### src/core/ptf_consts.svh
// Named constants for the pressure tuning, fallback and cutoff block.
// Assumes percentages in tenths of a percent and gains scaled by ten, except minor-loop gain.
`ifndef PTF_CONSTS_SVH
`define PTF_CONSTS_SVH

// Clock and time base.
`define PTF_CLK_NS 32'h00000028
`define PTF_MS_NS 32'h000F4240

// Register byte offsets.
`define PTF_OFF_CTRL 8'h00
`define PTF_OFF_SET 8'h04
`define PTF_OFF_PROP 8'h08
`define PTF_OFF_INTEG 8'h0C
`define PTF_OFF_MINOR_LOOP_FEEDBACK 8'h10
`define PTF_OFF_DZONE 8'h14
`define PTF_OFF_IHI 8'h18
`define PTF_OFF_ILO 8'h1C
`define PTF_OFF_SPAN_HI 8'h20
`define PTF_OFF_SPAN_LO 8'h24
`define PTF_OFF_DEV_THR 8'h28
`define PTF_OFF_DEV_DLY 8'h2C
`define PTF_OFF_MIN_SUP 8'h30
`define PTF_OFF_TCUT_HI 8'h34
`define PTF_OFF_TCUT_LO 8'h38
`define PTF_OFF_PCUT_HI 8'h3C
`define PTF_OFF_PCUT_LO 8'h40
`define PTF_OFF_STAB 8'h44
`define PTF_OFF_STATUS 8'h48
`define PTF_OFF_IACC 8'h4C

// Control register fields.
`define PTF_CTRL_MODE 1:0
`define PTF_CTRL_SEL 3:2
`define PTF_CTRL_ZP_OPEN 4
`define PTF_CTRL_DEV_EN 5

// Stabilize command bits.
`define PTF_STAB_ENTER 0
`define PTF_STAB_DEC_RESP 1
`define PTF_STAB_INC_RESP 2
`define PTF_STAB_INC_DAMP 3
`define PTF_STAB_DEC_DAMP 4
`define PTF_STAB_EXIT 5
`define PTF_STAB_YES 6
`define PTF_STAB_NO 7

// Gain set ordinals.
`define PTF_SET_B 4'h0
`define PTF_SET_C 4'h1
`define PTF_SET_M 4'hB
`define PTF_SET_X 4'hC

// Cutoff forcing values and disable values.
`define PTF_CUT_FORCE_HI 16'sh04CE
`define PTF_CUT_FORCE_LO -16'sh00E6
`define PTF_CUT_OFF_HI 16'sh04E2
`define PTF_CUT_OFF_LO -16'sh00FA

// Scaling and limits.
`define PTF_FULL 32'sh000003E8
`define PTF_GAIN_SCALE 32'sh0000000A
`define PTF_TRIM_STEP 8'sh01
`define PTF_TRIM_MAX 8'sh14

// Reset values.
`define PTF_RST_SET 4'h1
`define PTF_RST_DZONE 16'sh0000
`define PTF_RST_IHI 16'sh03E8
`define PTF_RST_ILO -16'sh03E8
`define PTF_RST_SPAN_HI 16'sh03E8
`define PTF_RST_SPAN_LO 16'sh0000
`define PTF_RST_DEV_THR 16'sh0064
`define PTF_RST_DEV_DLY 16'h000A
`define PTF_RST_MIN_SUP 16'sh0000

`endif

### src/core/ptf_pkg.sv
// Types shared by the pressure tuning, fallback and cutoff block.
// Assumes the constants header defines all numeric values.
package ptf_pkg;

  typedef enum logic [1:0] {MODE_AUTO, MODE_MAN, MODE_OOS, MODE_LO} block_mode_t;
  typedef enum logic [1:0] {SEL_TRAVEL, SEL_PRESSURE, SEL_FB_AUTO, SEL_FB_MANUAL} control_type_t;

  typedef struct packed {
    logic [7:0] prop;
    logic [7:0] integ;
    logic [7:0] minor_loop_feedback;
  } gains_t;

  typedef struct packed {
    logic sensor_ok;
    logic [15:0] deviation;
    logic signed [15:0] supply;
    logic signed [15:0] press_error;
    logic integ_tick;
    logic signed [15:0] setpoint;
    logic signed [15:0] travel_in;
    logic signed [15:0] press_in;
  } process_in_t;

  typedef struct packed {
    logic ack;
    logic [31:0] rdata;
    block_mode_t mode;
    control_type_t sel;
    logic zp_open;
    logic dev_en;
    logic [3:0] gain_set;
    gains_t expert;
    logic signed [7:0] trim;
    logic signed [15:0] dzone;
    logic signed [15:0] ihi;
    logic signed [15:0] ilo;
    logic signed [15:0] span_hi;
    logic signed [15:0] span_lo;
    logic [15:0] dev_thr;
    logic [15:0] dev_dly;
    logic signed [15:0] min_sup;
    logic signed [15:0] tcut_hi;
    logic signed [15:0] tcut_lo;
    logic signed [15:0] pcut_hi;
    logic signed [15:0] pcut_lo;
    logic stab;
    logic prompt;
    logic fallback;
    logic press_loop;
    logic [15:0] presc;
    logic [15:0] dev_ms;
    logic signed [15:0] iacc;
    logic signed [15:0] ttgt;
    logic signed [15:0] ptgt;
    logic signed [15:0] pcmd;
  } state_t;

endpackage

### src/core/pressure_tuning_fallback_cutoff.sv
// Pressure-loop gain sets, stabilize stepping, integrator gating, travel/pressure
// fallback and target cutoffs of a valve positioner, behind a classic Wishbone slave.
// Assumes process inputs synchronous to clk and one clock domain.
//
// Local design decisions: register access over Wishbone and the address map.
`include "ptf_consts.svh"

module pressure_tuning_fallback_cutoff #(
  parameter int unsigned MS_CYCLES = `PTF_MS_NS / `PTF_CLK_NS
) (
  // Clock and reset.
  input wire logic clk,
  input wire logic resetn,
  // Wishbone classic slave.
  input wire logic wb_cyc,
  input wire logic wb_stb,
  input wire logic wb_we,
  input wire logic [7:0] wb_adr,
  input wire logic [3:0] wb_sel,
  input wire logic [31:0] wb_dat_w,
  output logic [31:0] wb_dat_r,
  output logic wb_ack,
  // Process measurements and targets.
  input wire ptf_pkg::process_in_t proc_in,
  // Control outputs.
  output ptf_pkg::gains_t pressure_gains,
  output logic active_loop_state,
  output logic drive_zero_power,
  output logic signed [15:0] travel_target,
  output logic signed [15:0] pressure_target,
  output logic signed [15:0] pressure_command,
  output logic signed [15:0] integrator_out
);

  localparam logic [15:0] MS_LAST = 16'(MS_CYCLES - 1);

  ptf_pkg::state_t s_q;
  ptf_pkg::state_t s_d;
  ptf_pkg::gains_t base_gains;
  logic signed [9:0] minor_loop_feedback_sum;
  logic bus_req;
  logic wr;
  logic dev_over;
  logic trigger;
  logic recover_ok;
  logic sel_write;
  logic signed [31:0] iprod;
  logic signed [31:0] isum;
  logic signed [31:0] span;
  logic signed [31:0] frac;
  logic signed [31:0] pscaled;
  logic [31:0] status;

  function automatic logic signed [15:0] merge16(input logic signed [15:0] old, input logic [31:0] dat,
                                                 input logic [3:0] sel);
    merge16 = old;
    if (sel[0]) begin
      merge16[7:0] = dat[7:0];
    end
    if (sel[1]) begin
      merge16[15:8] = dat[15:8];
    end
  endfunction

  // Predefined pressure gain sets, proportional and integral scaled by ten.
  function automatic ptf_pkg::gains_t set_gains(input logic [3:0] idx);
    unique case (idx)
      4'h0: set_gains = '{8'h05, 8'h03, 8'h23};
      4'h1: set_gains = '{8'h16, 8'h01, 8'h23};
      4'h2: set_gains = '{8'h18, 8'h01, 8'h23};
      4'h3: set_gains = '{8'h1C, 8'h01, 8'h23};
      4'h4: set_gains = '{8'h1F, 8'h01, 8'h23};
      4'h5: set_gains = '{8'h24, 8'h01, 8'h22};
      4'h6: set_gains = '{8'h2A, 8'h01, 8'h1F};
      4'h7: set_gains = '{8'h30, 8'h01, 8'h1B};
      4'h8: set_gains = '{8'h38, 8'h01, 8'h17};
      4'h9: set_gains = '{8'h42, 8'h01, 8'h12};
      4'hA: set_gains = '{8'h4E, 8'h01, 8'h0C};
      default: set_gains = '{8'h5A, 8'h01, 8'h0C};
    endcase
  endfunction

  // A cutoff at its disable value never fires, so no separate enable is needed.
  function automatic logic signed [15:0] cutoff(input logic signed [15:0] sp, input logic signed [15:0] tgt,
                                                input logic signed [15:0] hi, input logic signed [15:0] lo);
    if (hi != `PTF_CUT_OFF_HI && sp > hi) begin
      cutoff = `PTF_CUT_FORCE_HI;
    end else if (lo != `PTF_CUT_OFF_LO && sp < lo) begin
      cutoff = `PTF_CUT_FORCE_LO;
    end else begin
      cutoff = tgt;
    end
  endfunction

  function automatic logic signed [15:0] abs16(input logic signed [15:0] v);
    abs16 = (v < 0) ? -v : v;
  endfunction

  always_comb begin
    base_gains = (s_q.gain_set == `PTF_SET_X) ? s_q.expert : set_gains(s_q.gain_set);
    minor_loop_feedback_sum = $signed({2'b00, base_gains.minor_loop_feedback}) + 10'(s_q.trim);
    pressure_gains.prop = base_gains.prop;
    pressure_gains.integ = base_gains.integ;
    pressure_gains.minor_loop_feedback = minor_loop_feedback_sum < 0 ? 8'h00 : (minor_loop_feedback_sum[8] ? 8'hFF : minor_loop_feedback_sum[7:0]);
  end

  assign status = {27'h0000000, s_q.span_hi <= s_q.span_lo, s_q.prompt, s_q.stab, s_q.fallback, s_q.press_loop};

  always_comb begin
    s_d = s_q;
    s_d.ack = 1'b0;
    bus_req = wb_cyc && wb_stb;
    // Writes land on the edge at which the master sees ack, as classic Wishbone demands.
    wr = bus_req && wb_we && s_q.ack;
    sel_write = wr && wb_adr == `PTF_OFF_CTRL && wb_sel[0];
    if (bus_req && !s_q.ack) begin
      s_d.ack = 1'b1;
      unique case (wb_adr)
        `PTF_OFF_CTRL: s_d.rdata = {26'h0000000, s_q.dev_en, s_q.zp_open, s_q.sel, s_q.mode};
        `PTF_OFF_SET: s_d.rdata = {28'h0000000, s_q.gain_set};
        `PTF_OFF_PROP: s_d.rdata = {24'h000000, pressure_gains.prop};
        `PTF_OFF_INTEG: s_d.rdata = {24'h000000, pressure_gains.integ};
        `PTF_OFF_MINOR_LOOP_FEEDBACK: s_d.rdata = {24'h000000, pressure_gains.minor_loop_feedback};
        `PTF_OFF_DZONE: s_d.rdata = {16'h0000, s_q.dzone};
        `PTF_OFF_IHI: s_d.rdata = {16'h0000, s_q.ihi};
        `PTF_OFF_ILO: s_d.rdata = {16'h0000, s_q.ilo};
        `PTF_OFF_SPAN_HI: s_d.rdata = {16'h0000, s_q.span_hi};
        `PTF_OFF_SPAN_LO: s_d.rdata = {16'h0000, s_q.span_lo};
        `PTF_OFF_DEV_THR: s_d.rdata = {16'h0000, s_q.dev_thr};
        `PTF_OFF_DEV_DLY: s_d.rdata = {16'h0000, s_q.dev_dly};
        `PTF_OFF_MIN_SUP: s_d.rdata = {16'h0000, s_q.min_sup};
        `PTF_OFF_TCUT_HI: s_d.rdata = {16'h0000, s_q.tcut_hi};
        `PTF_OFF_TCUT_LO: s_d.rdata = {16'h0000, s_q.tcut_lo};
        `PTF_OFF_PCUT_HI: s_d.rdata = {16'h0000, s_q.pcut_hi};
        `PTF_OFF_PCUT_LO: s_d.rdata = {16'h0000, s_q.pcut_lo};
        `PTF_OFF_STATUS: s_d.rdata = status;
        `PTF_OFF_IACC: s_d.rdata = {16'h0000, s_q.iacc};
        default: s_d.rdata = 32'h00000000;
      endcase
    end

    if (wr) begin
      unique case (wb_adr)
        `PTF_OFF_CTRL: begin
          if (wb_sel[0]) begin
            s_d.mode = ptf_pkg::block_mode_t'(wb_dat_w[`PTF_CTRL_MODE]);
            s_d.sel = ptf_pkg::control_type_t'(wb_dat_w[`PTF_CTRL_SEL]);
            s_d.zp_open = wb_dat_w[`PTF_CTRL_ZP_OPEN];
            s_d.dev_en = wb_dat_w[`PTF_CTRL_DEV_EN];
          end
        end
        `PTF_OFF_SET: begin
          if (wb_sel[0] && wb_dat_w[3:0] <= `PTF_SET_X) begin
            s_d.expert = base_gains;
            s_d.gain_set = wb_dat_w[3:0];
            s_d.trim = 8'sh00;
          end
        end
        `PTF_OFF_PROP, `PTF_OFF_INTEG, `PTF_OFF_MINOR_LOOP_FEEDBACK: begin
          if (wb_sel[0]) begin
            // Start from what is in force so the untouched gains do not jump.
            s_d.expert = pressure_gains;
            s_d.trim = 8'sh00;
            s_d.gain_set = `PTF_SET_X;
            if (wb_adr == `PTF_OFF_PROP) begin
              s_d.expert.prop = wb_dat_w[7:0];
            end else if (wb_adr == `PTF_OFF_INTEG) begin
              s_d.expert.integ = wb_dat_w[7:0];
            end else begin
              s_d.expert.minor_loop_feedback = wb_dat_w[7:0];
            end
          end
        end
        `PTF_OFF_DZONE: s_d.dzone = merge16(s_q.dzone, wb_dat_w, wb_sel);
        `PTF_OFF_IHI: s_d.ihi = merge16(s_q.ihi, wb_dat_w, wb_sel);
        `PTF_OFF_ILO: s_d.ilo = merge16(s_q.ilo, wb_dat_w, wb_sel);
        `PTF_OFF_SPAN_HI: s_d.span_hi = merge16(s_q.span_hi, wb_dat_w, wb_sel);
        `PTF_OFF_SPAN_LO: s_d.span_lo = merge16(s_q.span_lo, wb_dat_w, wb_sel);
        `PTF_OFF_DEV_THR: s_d.dev_thr = merge16(s_q.dev_thr, wb_dat_w, wb_sel);
        `PTF_OFF_DEV_DLY: s_d.dev_dly = merge16(s_q.dev_dly, wb_dat_w, wb_sel);
        `PTF_OFF_MIN_SUP: s_d.min_sup = merge16(s_q.min_sup, wb_dat_w, wb_sel);
        `PTF_OFF_TCUT_HI: s_d.tcut_hi = merge16(s_q.tcut_hi, wb_dat_w, wb_sel);
        `PTF_OFF_TCUT_LO: s_d.tcut_lo = merge16(s_q.tcut_lo, wb_dat_w, wb_sel);
        `PTF_OFF_PCUT_HI: s_d.pcut_hi = merge16(s_q.pcut_hi, wb_dat_w, wb_sel);
        `PTF_OFF_PCUT_LO: s_d.pcut_lo = merge16(s_q.pcut_lo, wb_dat_w, wb_sel);
        `PTF_OFF_STAB: begin
          if (wb_sel[0]) begin
            if (wb_dat_w[`PTF_STAB_ENTER]) begin
              s_d.stab = 1'b1;
            end
            if (s_q.stab) begin
              // Response stepping is meaningless from the expert set, so it is ignored there; damping trim still steps.
              if (wb_dat_w[`PTF_STAB_DEC_RESP] && s_q.gain_set > `PTF_SET_C && s_q.gain_set <= `PTF_SET_M) begin
                s_d.gain_set = s_q.gain_set - 4'h1;
                s_d.trim = 8'sh00;
              end else if (wb_dat_w[`PTF_STAB_INC_RESP] && s_q.gain_set < `PTF_SET_M) begin
                s_d.gain_set = s_q.gain_set + 4'h1;
                s_d.trim = 8'sh00;
              end else if (wb_dat_w[`PTF_STAB_INC_DAMP] && s_q.trim < `PTF_TRIM_MAX) begin
                s_d.trim = s_q.trim + `PTF_TRIM_STEP;
              end else if (wb_dat_w[`PTF_STAB_DEC_DAMP] && s_q.trim > -`PTF_TRIM_MAX) begin
                s_d.trim = s_q.trim - `PTF_TRIM_STEP;
              end
              if (wb_dat_w[`PTF_STAB_EXIT]) begin
                s_d.stab = 1'b0;
                s_d.prompt = 1'b1;
              end
            end
            if (s_q.prompt && (wb_dat_w[`PTF_STAB_YES] || wb_dat_w[`PTF_STAB_NO])) begin
              s_d.prompt = 1'b0;
              if (wb_dat_w[`PTF_STAB_YES]) begin
                s_d.mode = ptf_pkg::MODE_AUTO;
              end
            end
          end
        end
        default: ;
      endcase
    end

    // Deviation timer in milliseconds; supply below minimum blocks it.
    s_d.presc = (s_q.presc == MS_LAST) ? 16'h0000 : s_q.presc + 16'h0001;
    dev_over = s_q.dev_en && proc_in.deviation > s_q.dev_thr && proc_in.supply >= s_q.min_sup;
    if (!dev_over) begin
      s_d.dev_ms = 16'h0000;
    end else if (s_q.presc == MS_LAST && s_q.dev_ms != 16'hFFFF) begin
      s_d.dev_ms = s_q.dev_ms + 16'h0001;
    end
    // Alert enables never enter this decision.
    trigger = !proc_in.sensor_ok || (dev_over && s_q.dev_ms > s_q.dev_dly);
    recover_ok = proc_in.sensor_ok && !dev_over;
    if (s_q.sel == ptf_pkg::SEL_TRAVEL || s_q.sel == ptf_pkg::SEL_PRESSURE) begin
      s_d.fallback = 1'b0;
    end else if (trigger) begin
      s_d.fallback = 1'b1;
    end else if (s_q.sel == ptf_pkg::SEL_FB_AUTO && recover_ok) begin
      s_d.fallback = 1'b0;
    end
    // Manual recovery only ends through a selector write, handled below.
    if (sel_write && (s_d.sel == ptf_pkg::SEL_TRAVEL || s_d.sel == ptf_pkg::SEL_FB_AUTO)) begin
      s_d.fallback = 1'b0;
    end
    s_d.press_loop = s_d.sel == ptf_pkg::SEL_PRESSURE || s_d.fallback;

    // Pressure integrator.
    iprod = 32'(proc_in.press_error) * $signed({24'h000000, pressure_gains.integ});
    isum = 32'(s_q.iacc) + iprod / `PTF_GAIN_SCALE;
    if (s_q.mode == ptf_pkg::MODE_OOS) begin
      s_d.iacc = 16'sh0000;
    end else if (proc_in.integ_tick && s_q.press_loop && abs16(proc_in.press_error) > s_q.dzone) begin
      if (isum > 32'(s_q.ihi)) begin
        s_d.iacc = s_q.ihi;
      end else if (isum < 32'(s_q.ilo)) begin
        s_d.iacc = s_q.ilo;
      end else begin
        s_d.iacc = isum[15:0];
      end
    end

    // Cutoffs act on the pre-characterized setpoint.
    s_d.ttgt = cutoff(proc_in.setpoint, proc_in.travel_in, s_q.tcut_hi, s_q.tcut_lo);
    s_d.ptgt = cutoff(proc_in.setpoint, proc_in.press_in, s_q.pcut_hi, s_q.pcut_lo);

    // Span mapping; the target is limited to 0..100 percent before scaling.
    span = 32'(s_q.span_hi) - 32'(s_q.span_lo);
    frac = (s_q.ptgt < 0) ? 32'sh00000000 : ((32'(s_q.ptgt) > `PTF_FULL) ? `PTF_FULL : 32'(s_q.ptgt));
    pscaled = span * frac / `PTF_FULL;
    s_d.pcmd = s_q.zp_open ? 16'(32'(s_q.span_hi) - pscaled) : 16'(32'(s_q.span_lo) + pscaled);
  end

  always_ff @(posedge clk or negedge resetn) begin
    if (!resetn) begin
      s_q <= '0;
      s_q.mode <= ptf_pkg::MODE_OOS;
      s_q.gain_set <= `PTF_RST_SET;
      s_q.dzone <= `PTF_RST_DZONE;
      s_q.ihi <= `PTF_RST_IHI;
      s_q.ilo <= `PTF_RST_ILO;
      s_q.span_hi <= `PTF_RST_SPAN_HI;
      s_q.span_lo <= `PTF_RST_SPAN_LO;
      s_q.dev_thr <= `PTF_RST_DEV_THR;
      s_q.dev_dly <= `PTF_RST_DEV_DLY;
      s_q.min_sup <= `PTF_RST_MIN_SUP;
      s_q.tcut_hi <= `PTF_CUT_OFF_HI;
      s_q.tcut_lo <= `PTF_CUT_OFF_LO;
      s_q.pcut_hi <= `PTF_CUT_OFF_HI;
      s_q.pcut_lo <= `PTF_CUT_OFF_LO;
    end else begin
      s_q <= s_d;
    end
  end

  assign wb_ack = s_q.ack;
  assign wb_dat_r = s_q.rdata;
  assign active_loop_state = s_q.press_loop;
  assign drive_zero_power = s_q.mode == ptf_pkg::MODE_OOS;
  assign travel_target = s_q.ttgt;
  assign pressure_target = s_q.ptgt;
  assign pressure_command = s_q.pcmd;
  assign integrator_out = s_q.iacc;
endmodule

### config.mk
export PLATFORM = sky130hd
export DESIGN_NAME = pressure_tuning_fallback_cutoff
export DESIGN_NICKNAME = d
export VERILOG_FILES = /design/src/core/ptf_pkg.sv /design/src/core/pressure_tuning_fallback_cutoff.sv
export VERILOG_INCLUDE_DIRS = /design/src /design/src/core
export SDC_FILE = /design/constraint.sdc
export NUM_CORES = 2
export LEC_CHECK = 0
export BUFFER_PORTS_ARGS = -buffer_cell sky130_fd_sc_hd__buf_2
export CAP_MARGIN = 0
export CORE_ASPECT_RATIO = 1.5
export CORE_MARGIN = 1
export CORE_UTILIZATION = 60
export DETAILED_ROUTE_END_ITERATION = 8
export HOLD_SLACK_MARGIN = 0.12
export PLACE_DENSITY = 0.78
export SLEW_MARGIN = 20
export SYNTH_ARGS = -nofsm -noshare
export SYNTH_HDL_FRONTEND = slang
export SYNTH_SLANG_ARGS = --single-unit
### constraint.sdc
create_clock -name clk -period 53.8 [get_ports clk]
set_input_delay 2.69 -clock clk [delete_from_list [all_inputs] [get_ports clk]]
set_output_delay 2.69 -clock clk [all_outputs]
set_load 0.05 [all_outputs]
== Word-level counts from Yosys, hierarchy flattened ==
Memories as Yosys holds them, arrays and structs flattened.
Index checks and enable logic that the tools add are counted.

* Register bits after elaboration: 367
* Memories kept: 1
* Bits in writable memories: 0
* ROM bits: 224
* Logic and storage cells: 291
* Latch bits: 0

* Shifts and indexed selects: 0
* Multipliers: 2
* Order comparisons: 21
* Bitwise operators: 0
* Muxes and demuxes: 92
* Add/sub/neg operators: 12
* Equal/unequal tests: 41
* Reductions and logical operators: 75
* Div/mod/pow operators: 2

{| class="wikitable"
|+ Memories
! name !! words !! width !! read ports !! clocked after memory_dff !! wr ports !! line !! source
|-
| (name not given) || 16 || 14 || 1 || 0 || 0 || pressure_tuning_fallback_cutoff.sv:67 || <nowiki>unique case (idx)</nowiki>
|}

{| class="wikitable"
|+ Operators with widths
! kind !! number
|-
| two-way mux 16 bit || 26
|-
| case mux 16 bit (19 select lines) || 1
|-
| two-way mux 8 bit || 35
|-
| two-way mux 234 bit || 1
|-
| > comparator 16 bit || 5
|-
| AND reduction 3 bit || 26
|-
| two-way mux 36 bit || 2
|-
| equality test 8 x 6 -> 1 bit (second input constant) || 8
|-
| two-way mux 32 bit || 2
|-
| case mux 24 bit (2 select lines) || 1
|-
| two-way mux 33 bit || 1
|-
| adder 16 x 1 -> 16 bit (second input constant) || 2
|-
| adder 16 x 32 -> 32 bit || 1
|-
| divider 32 x 11 -> 32 bit (second input constant) || 1
|-
| divider 32 x 5 -> 32 bit (second input constant) || 1
|-
| equality test 8 x 5 -> 1 bit (second input constant) || 4
|-
| equality test 8 x 7 -> 1 bit (second input constant) || 4
|-
| > comparator 32 x 16 -> 1 bit || 1
|-
| < comparator 16 x 1 -> 1 bit (second input constant) || 2
|-
| < comparator 16 bit || 2
|-
| < comparator 32 x 16 -> 1 bit || 1
|-
| multiplier 17 x 32 -> 32 bit || 1
|-
| != test 16 x 12 -> 1 bit (second input constant) || 2
|-
| != test 16 x 9 -> 1 bit (second input constant) || 2
|-
| other kinds (50) || 113
|}

== Logic depth before layout (Yosys ltp) ==
* Depth after elaboration: 15
* Gate-level depth with buffers: 132

== Worst setup path before layout ==
OpenSTA, ideal clock, no wires.

* Kind: input port to flip-flop
* Start point: input port proc_in[54] (netlist bit)
* End point: register s_q (netlist bit integrator_out[15])
* Path buffers: 7
* Path slack: 26,808 ps
* Cell stages on the path: 116
* Arrival: 26,871 ps
* Required time: 53,679 ps
* Path through: clkbuf_1 nand2_1 fa_1 inv_1 fa_1 inv_1 fa_1 fa_1 inv_1 ha_1 o21ai_0 a21boi_1 o21ai_0 a21boi_1 o21ai_0 a21boi_1 o21ai_0 a21boi_1 (+80 left out) o21ai_0 a21oi_1 o21ai_0 a21oi_1 nor2b_1 o21ai_0 nand2b_1 a21oi_1 xnor2_1 ha_1 nand4_1 nor4_1 a2111oi_0 and3_1 a311oi_1 clkbuf_1 a21oi_1 a22o_1

* Word-level cells in the longest chain between the ends: 8
* Elaborated cells on any way between the ends: 15

{| class="wikitable"
|+ Ends and longest elaborated chain
! item !! line !! source
|-
| start: declaration || pressure_tuning_fallback_cutoff.sv:24 || <nowiki>input wire ptf_pkg::process_in_t proc_in,</nowiki>
|-
| multiplier 16 x 9 -> 25 bit || pressure_tuning_fallback_cutoff.sv:246 || <nowiki>iprod = 32'(proc_in.press_error) * $signed({24'h000000, pressure_gains.integ});</nowiki>
|-
| divider 32 x 5 -> 32 bit (no line) || n/a ||
|-
| adder 16 x 32 -> 32 bit (no line) || n/a ||
|-
| < comparator 32 x 16 -> 1 bit || pressure_tuning_fallback_cutoff.sv:253 || <nowiki>end else if (isum < 32'(s_q.ilo)) begin</nowiki>
|-
| two-way mux 16 bit || pressure_tuning_fallback_cutoff.sv:253 ||
|-
| two-way mux 16 bit || pressure_tuning_fallback_cutoff.sv:251 || <nowiki>if (isum > 32'(s_q.ihi)) begin</nowiki>
|-
| two-way mux 16 bit || pressure_tuning_fallback_cutoff.sv:250 || <nowiki>end else if (proc_in.integ_tick && s_q.press_loop && abs16(proc_in.press_error) > s_q.dzone) begin</nowiki>
|-
| two-way mux 16 bit || pressure_tuning_fallback_cutoff.sv:248 || <nowiki>if (s_q.mode == ptf_pkg::MODE_OOS) begin</nowiki>
|-
| end: declaration || pressure_tuning_fallback_cutoff.sv:37 || <nowiki>ptf_pkg::state_t s_q;</nowiki>
|}

Several ways; a longest one is shown, not always the timed one. The select of a mux whose other input is x is not followed.
A chain may end at the register's enable or synchronous reset.

==> summary.txt <==
Global route
  – GRT busiest layer: met2
  – Met1 Resource Use GR: 38.4%
  – Initial antenna violation count: 22
  – Met3 global-route usage: 5.25%
  – Met2 GRT Util: 67.5%
  – GRT Residual Overflow: 0
  – Pin count of the biggest net entering global routing: 178
  – First-pass GRT wire length: 248 mm
  – Gr usage total: 37.7%
  – Vias in the first global route: 45800

Synth
  – Ys Warns: 0
  – Post-Syn Area: 49600 sq um
  – EDFF count, synth: 0
  – Mapped Cells: 5902
  – Xor/xnor share of the synthesized area: 6.14%
  – Async set-or-reset flop fraction in the synthesized netlist: 100%
  – Post-synthesis mux area share: 5.50%
  – Simple-gate portion of the synthesized area: 17.8%
  – Synthesis-stage register bit count: 351
  – Register area share after synthesis: 17.9%
  – Avg Cell Area, Syn: 8.40 sq um
  – Netlist cell types: 137
  – Synth Area in Adders: 24.2%
  – Prevailing post-synth register cell: dfrtp_1
  – Main combinational cell family by area after synthesis: adder cells
  – Post-synthesis compound-gate area fraction: 20.4%

Final layout
  – Net count, final: 6939
  – Register area: 8850 sq um
  – Layout cells sized above 1: 12.4%
  – Filler instances: 6995
  – Multi-input gate area: 37200 sq um
  – Area grow syn2layout: 6.27%

Setup path
  – Reg-to-reg slack, setup: 20.52 ns
  – Max FO, Critical Path: 16
  – Most frequent cell on the critical path: a21o_1
  – Critical Path Source Type: flop
  – CP peak stage delay: 0.92 ns
  – CP arrival: 33.68 ns
  – Family with the most delay on the worst path: compound AO/OA/AOI/OAI gates
  – Crit path required time: 54.20 ns
  – WP buf/inv: 8
  – Crit Path Class: flop to flop
  – Worst path slowest cell: a21oi_1
  – CP Capture Type: flop

Timing
  – Worst Max-Slew Pin Slew: 1.28 ns
  – Hold WS: 0.463 ns
  – Period utilization: 61.9%
  – Slew headroom: 14.0%
  – Max Freq: 30.0 MHz
  – Final Max Tran Viols: 0
  – Setup TNS: 0 ns
  – Hold Violations, Final: 0
  – Final setup violation count: 0
  – RSZ-0062 raised after global routing: false
  – Final clock skew: 0.0322 ns
  – Minimum clock period: 33.28 ns

Placed design
  – Port Buffers: 235
  – Dpl hpwl: 128 mm
  – Routability-driven placement congestion ratio: 1.02

Detailed routing
  – DR pass1 iterations: 6
  – Avg Vias per Cell: 6.42
  – Antenna Violating Nets Remaining: 0
  – Remaining routing DRC violations: 0
  – Iter 0 DRT Violations: 3065
  – Routed length per instance: 22.5 microns
  – Via count: 45600
  – Total length of routed wires: 160 mm

Run
  – MaxCap Viol Count: 0

Die
  – Core area: 81500 sq um
  – Die Y-Extent: 354 microns
  – Ports: 270
  – Die width: 237 microns
  – Total die area: 83800 sq um
  – Starting density of the core: 60.8%
  – Cell Rows: 128

Hold path
  – Worst hold path type: flop to flop

Clocking
  – CTS Hold Bufs: 0
  – Post_cts resized: 0
  – Skew-Pair Late Insertion Delay: 0.57 ns
  – CTS Sinks: 351
  – CTS Buf Count: 36
  – Root Driver: clkbuf_16
  – Clock transition at path regs: 0.06 ns
  – H-tree Lvls: 2
  – Clock Path Buffers: 3
  – Postcts setup bufs: 0
  – CTS tree: yes

Run status
  – Status: finished, final reports clean
[metal layers]
layer	part of all wire, %	vias to the layer above	routed length [microns]
li1	-	21000	-
met1	34	22000	53600
met2	50	1921	79200
met3	6.6	682	10600
met4	10	6	16000
met5	0.026	-	42
[registers in the layout (all words and copies together) (netlist names)]
signal / count
s_q: 269
integrator_out: 16
pressure_command: 16
pressure_target: 16
travel_target: 16
wb_dat_r: 16
active_loop_state: 1
wb_ack: 1
[path summary, 6_finish.rpt]
path	endpoint	start	depth (start not counted)
max in group asynchronous	s_q[88]	resetn	2
min	s_q[80]	s_q[80]	1
max reg2reg	pressure_command[15]	s_q[213]	116
max	pressure_command[15]	s_q[213]	116
min reg2reg	s_q[80]	s_q[80]	1
min in group asynchronous	s_q[317]	resetn	1
[placed cells by master, fill, tap and decap left out, types with 30 or more instances in the layout]
cell,instances
nor2_1,433
ha_1,471
o22ai_1,31
a22o_1,48
inv_1,654
nand4_1,91
mux2i_1,42
o21bai_1,30
o21a_1,46
o31ai_1,45
and3_1,119
xnor2_1,230
o21ai_0,261
or3_1,38
a22oi_1,44
nor3_1,88
buf_2,234
conb_1,96
dfrtp_1,294
and2_1,73
a221oi_1,38
buf_4,58
nand2b_1,68
clkbuf_16,38
dfstp_2,57
a211oi_1,57
o211ai_1,43
nor2b_1,55
a31oi_1,45
fa_1,302
nand2_1,502
or2_2,40
nand3_1,120
xor2_1,112
a21o_1,96
mux2_2,194
a21oi_1,284
nor4_1,52
[metrics by stage]
| step | setup slack [ns] | util [%] | area, sq um | instances |
|---|---|---|---|---|
| after floorplan | 26.81 | - | 50000 | 5996 |
| after global placement | 21.29 | 63.0 | 51400 | 7021 |
| after detailed placement | 21.09 | 63.0 | 51400 | 7021 |
| after CTS | 20.95 | 64.6 | 52600 | 7087 |
| after global routing | 18.49 | 64.6 | 52700 | 7089 |
| final | 20.52 | 64.7 | 52700 | 7104 |
[cell type report]
type | instances | share of cell area [%]
Clock inverter | 12 | 0.290
Tap cell | 1040 | 2.47
Timing Repair Buffer | 294 | 3.11
Antenna cell | 17 | 0.0807
Inverter | 654 | 4.66
Clock buffer | 54 | 2.09
Multi-Input combinational cell | 4682 | 70.5
Sequential cell | 351 | 16.8
[worst reg2reg max path: cells and delay by family, from the launching register on]
family / cells / cell delay, ns
AO/OA/AOI/OAI: 53 / 16.24
XOR/XNOR: 8 / 2.20
adder cells (fa/ha/maj): 10 / 4.73
buffers and inverters: 8 / 1.08
flip-flops: 1 / 0.50
multiplexers: 3 / 1.11
AND/OR/NAND/NOR: 34 / 7.28
[synth_stat cells (73+ instances only)]
master	instances	area, sq um
a21o_1	96	721
a21oi_1	284	1420
and2_1	73	457
and3_1	119	744
buf_4	99	743
clkbuf_1	177	664
dfrtp_1	294	7360
fa_1	302	6050
ha_1	471	5890
inv_1	654	2450
mux2_2	194	2180
nand2_1	503	1890
nand3_1	120	601
nand4_1	91	569
nor2_1	434	1630
nor3_1	90	450
o21ai_0	262	1310
xnor2_1	231	2020
xor2_1	113	990
[kinds of logic (layout without fill, tap and decap cells)]
logic type / Yosys count / in the layout
xor+xnor: 346 / 346
buf+inv: 963 / 1014
flops: 351 / 351
compound gates: 1434 / 1434
other cells: 2 / 113
fa+ha+maj: 777 / 777
simple gates: 1785 / 1785
mux: 244 / 244
Power is left out: the tool's default activity adds up to more than one toggle a clock period on the data nets, which glitch-free logic cannot reach.
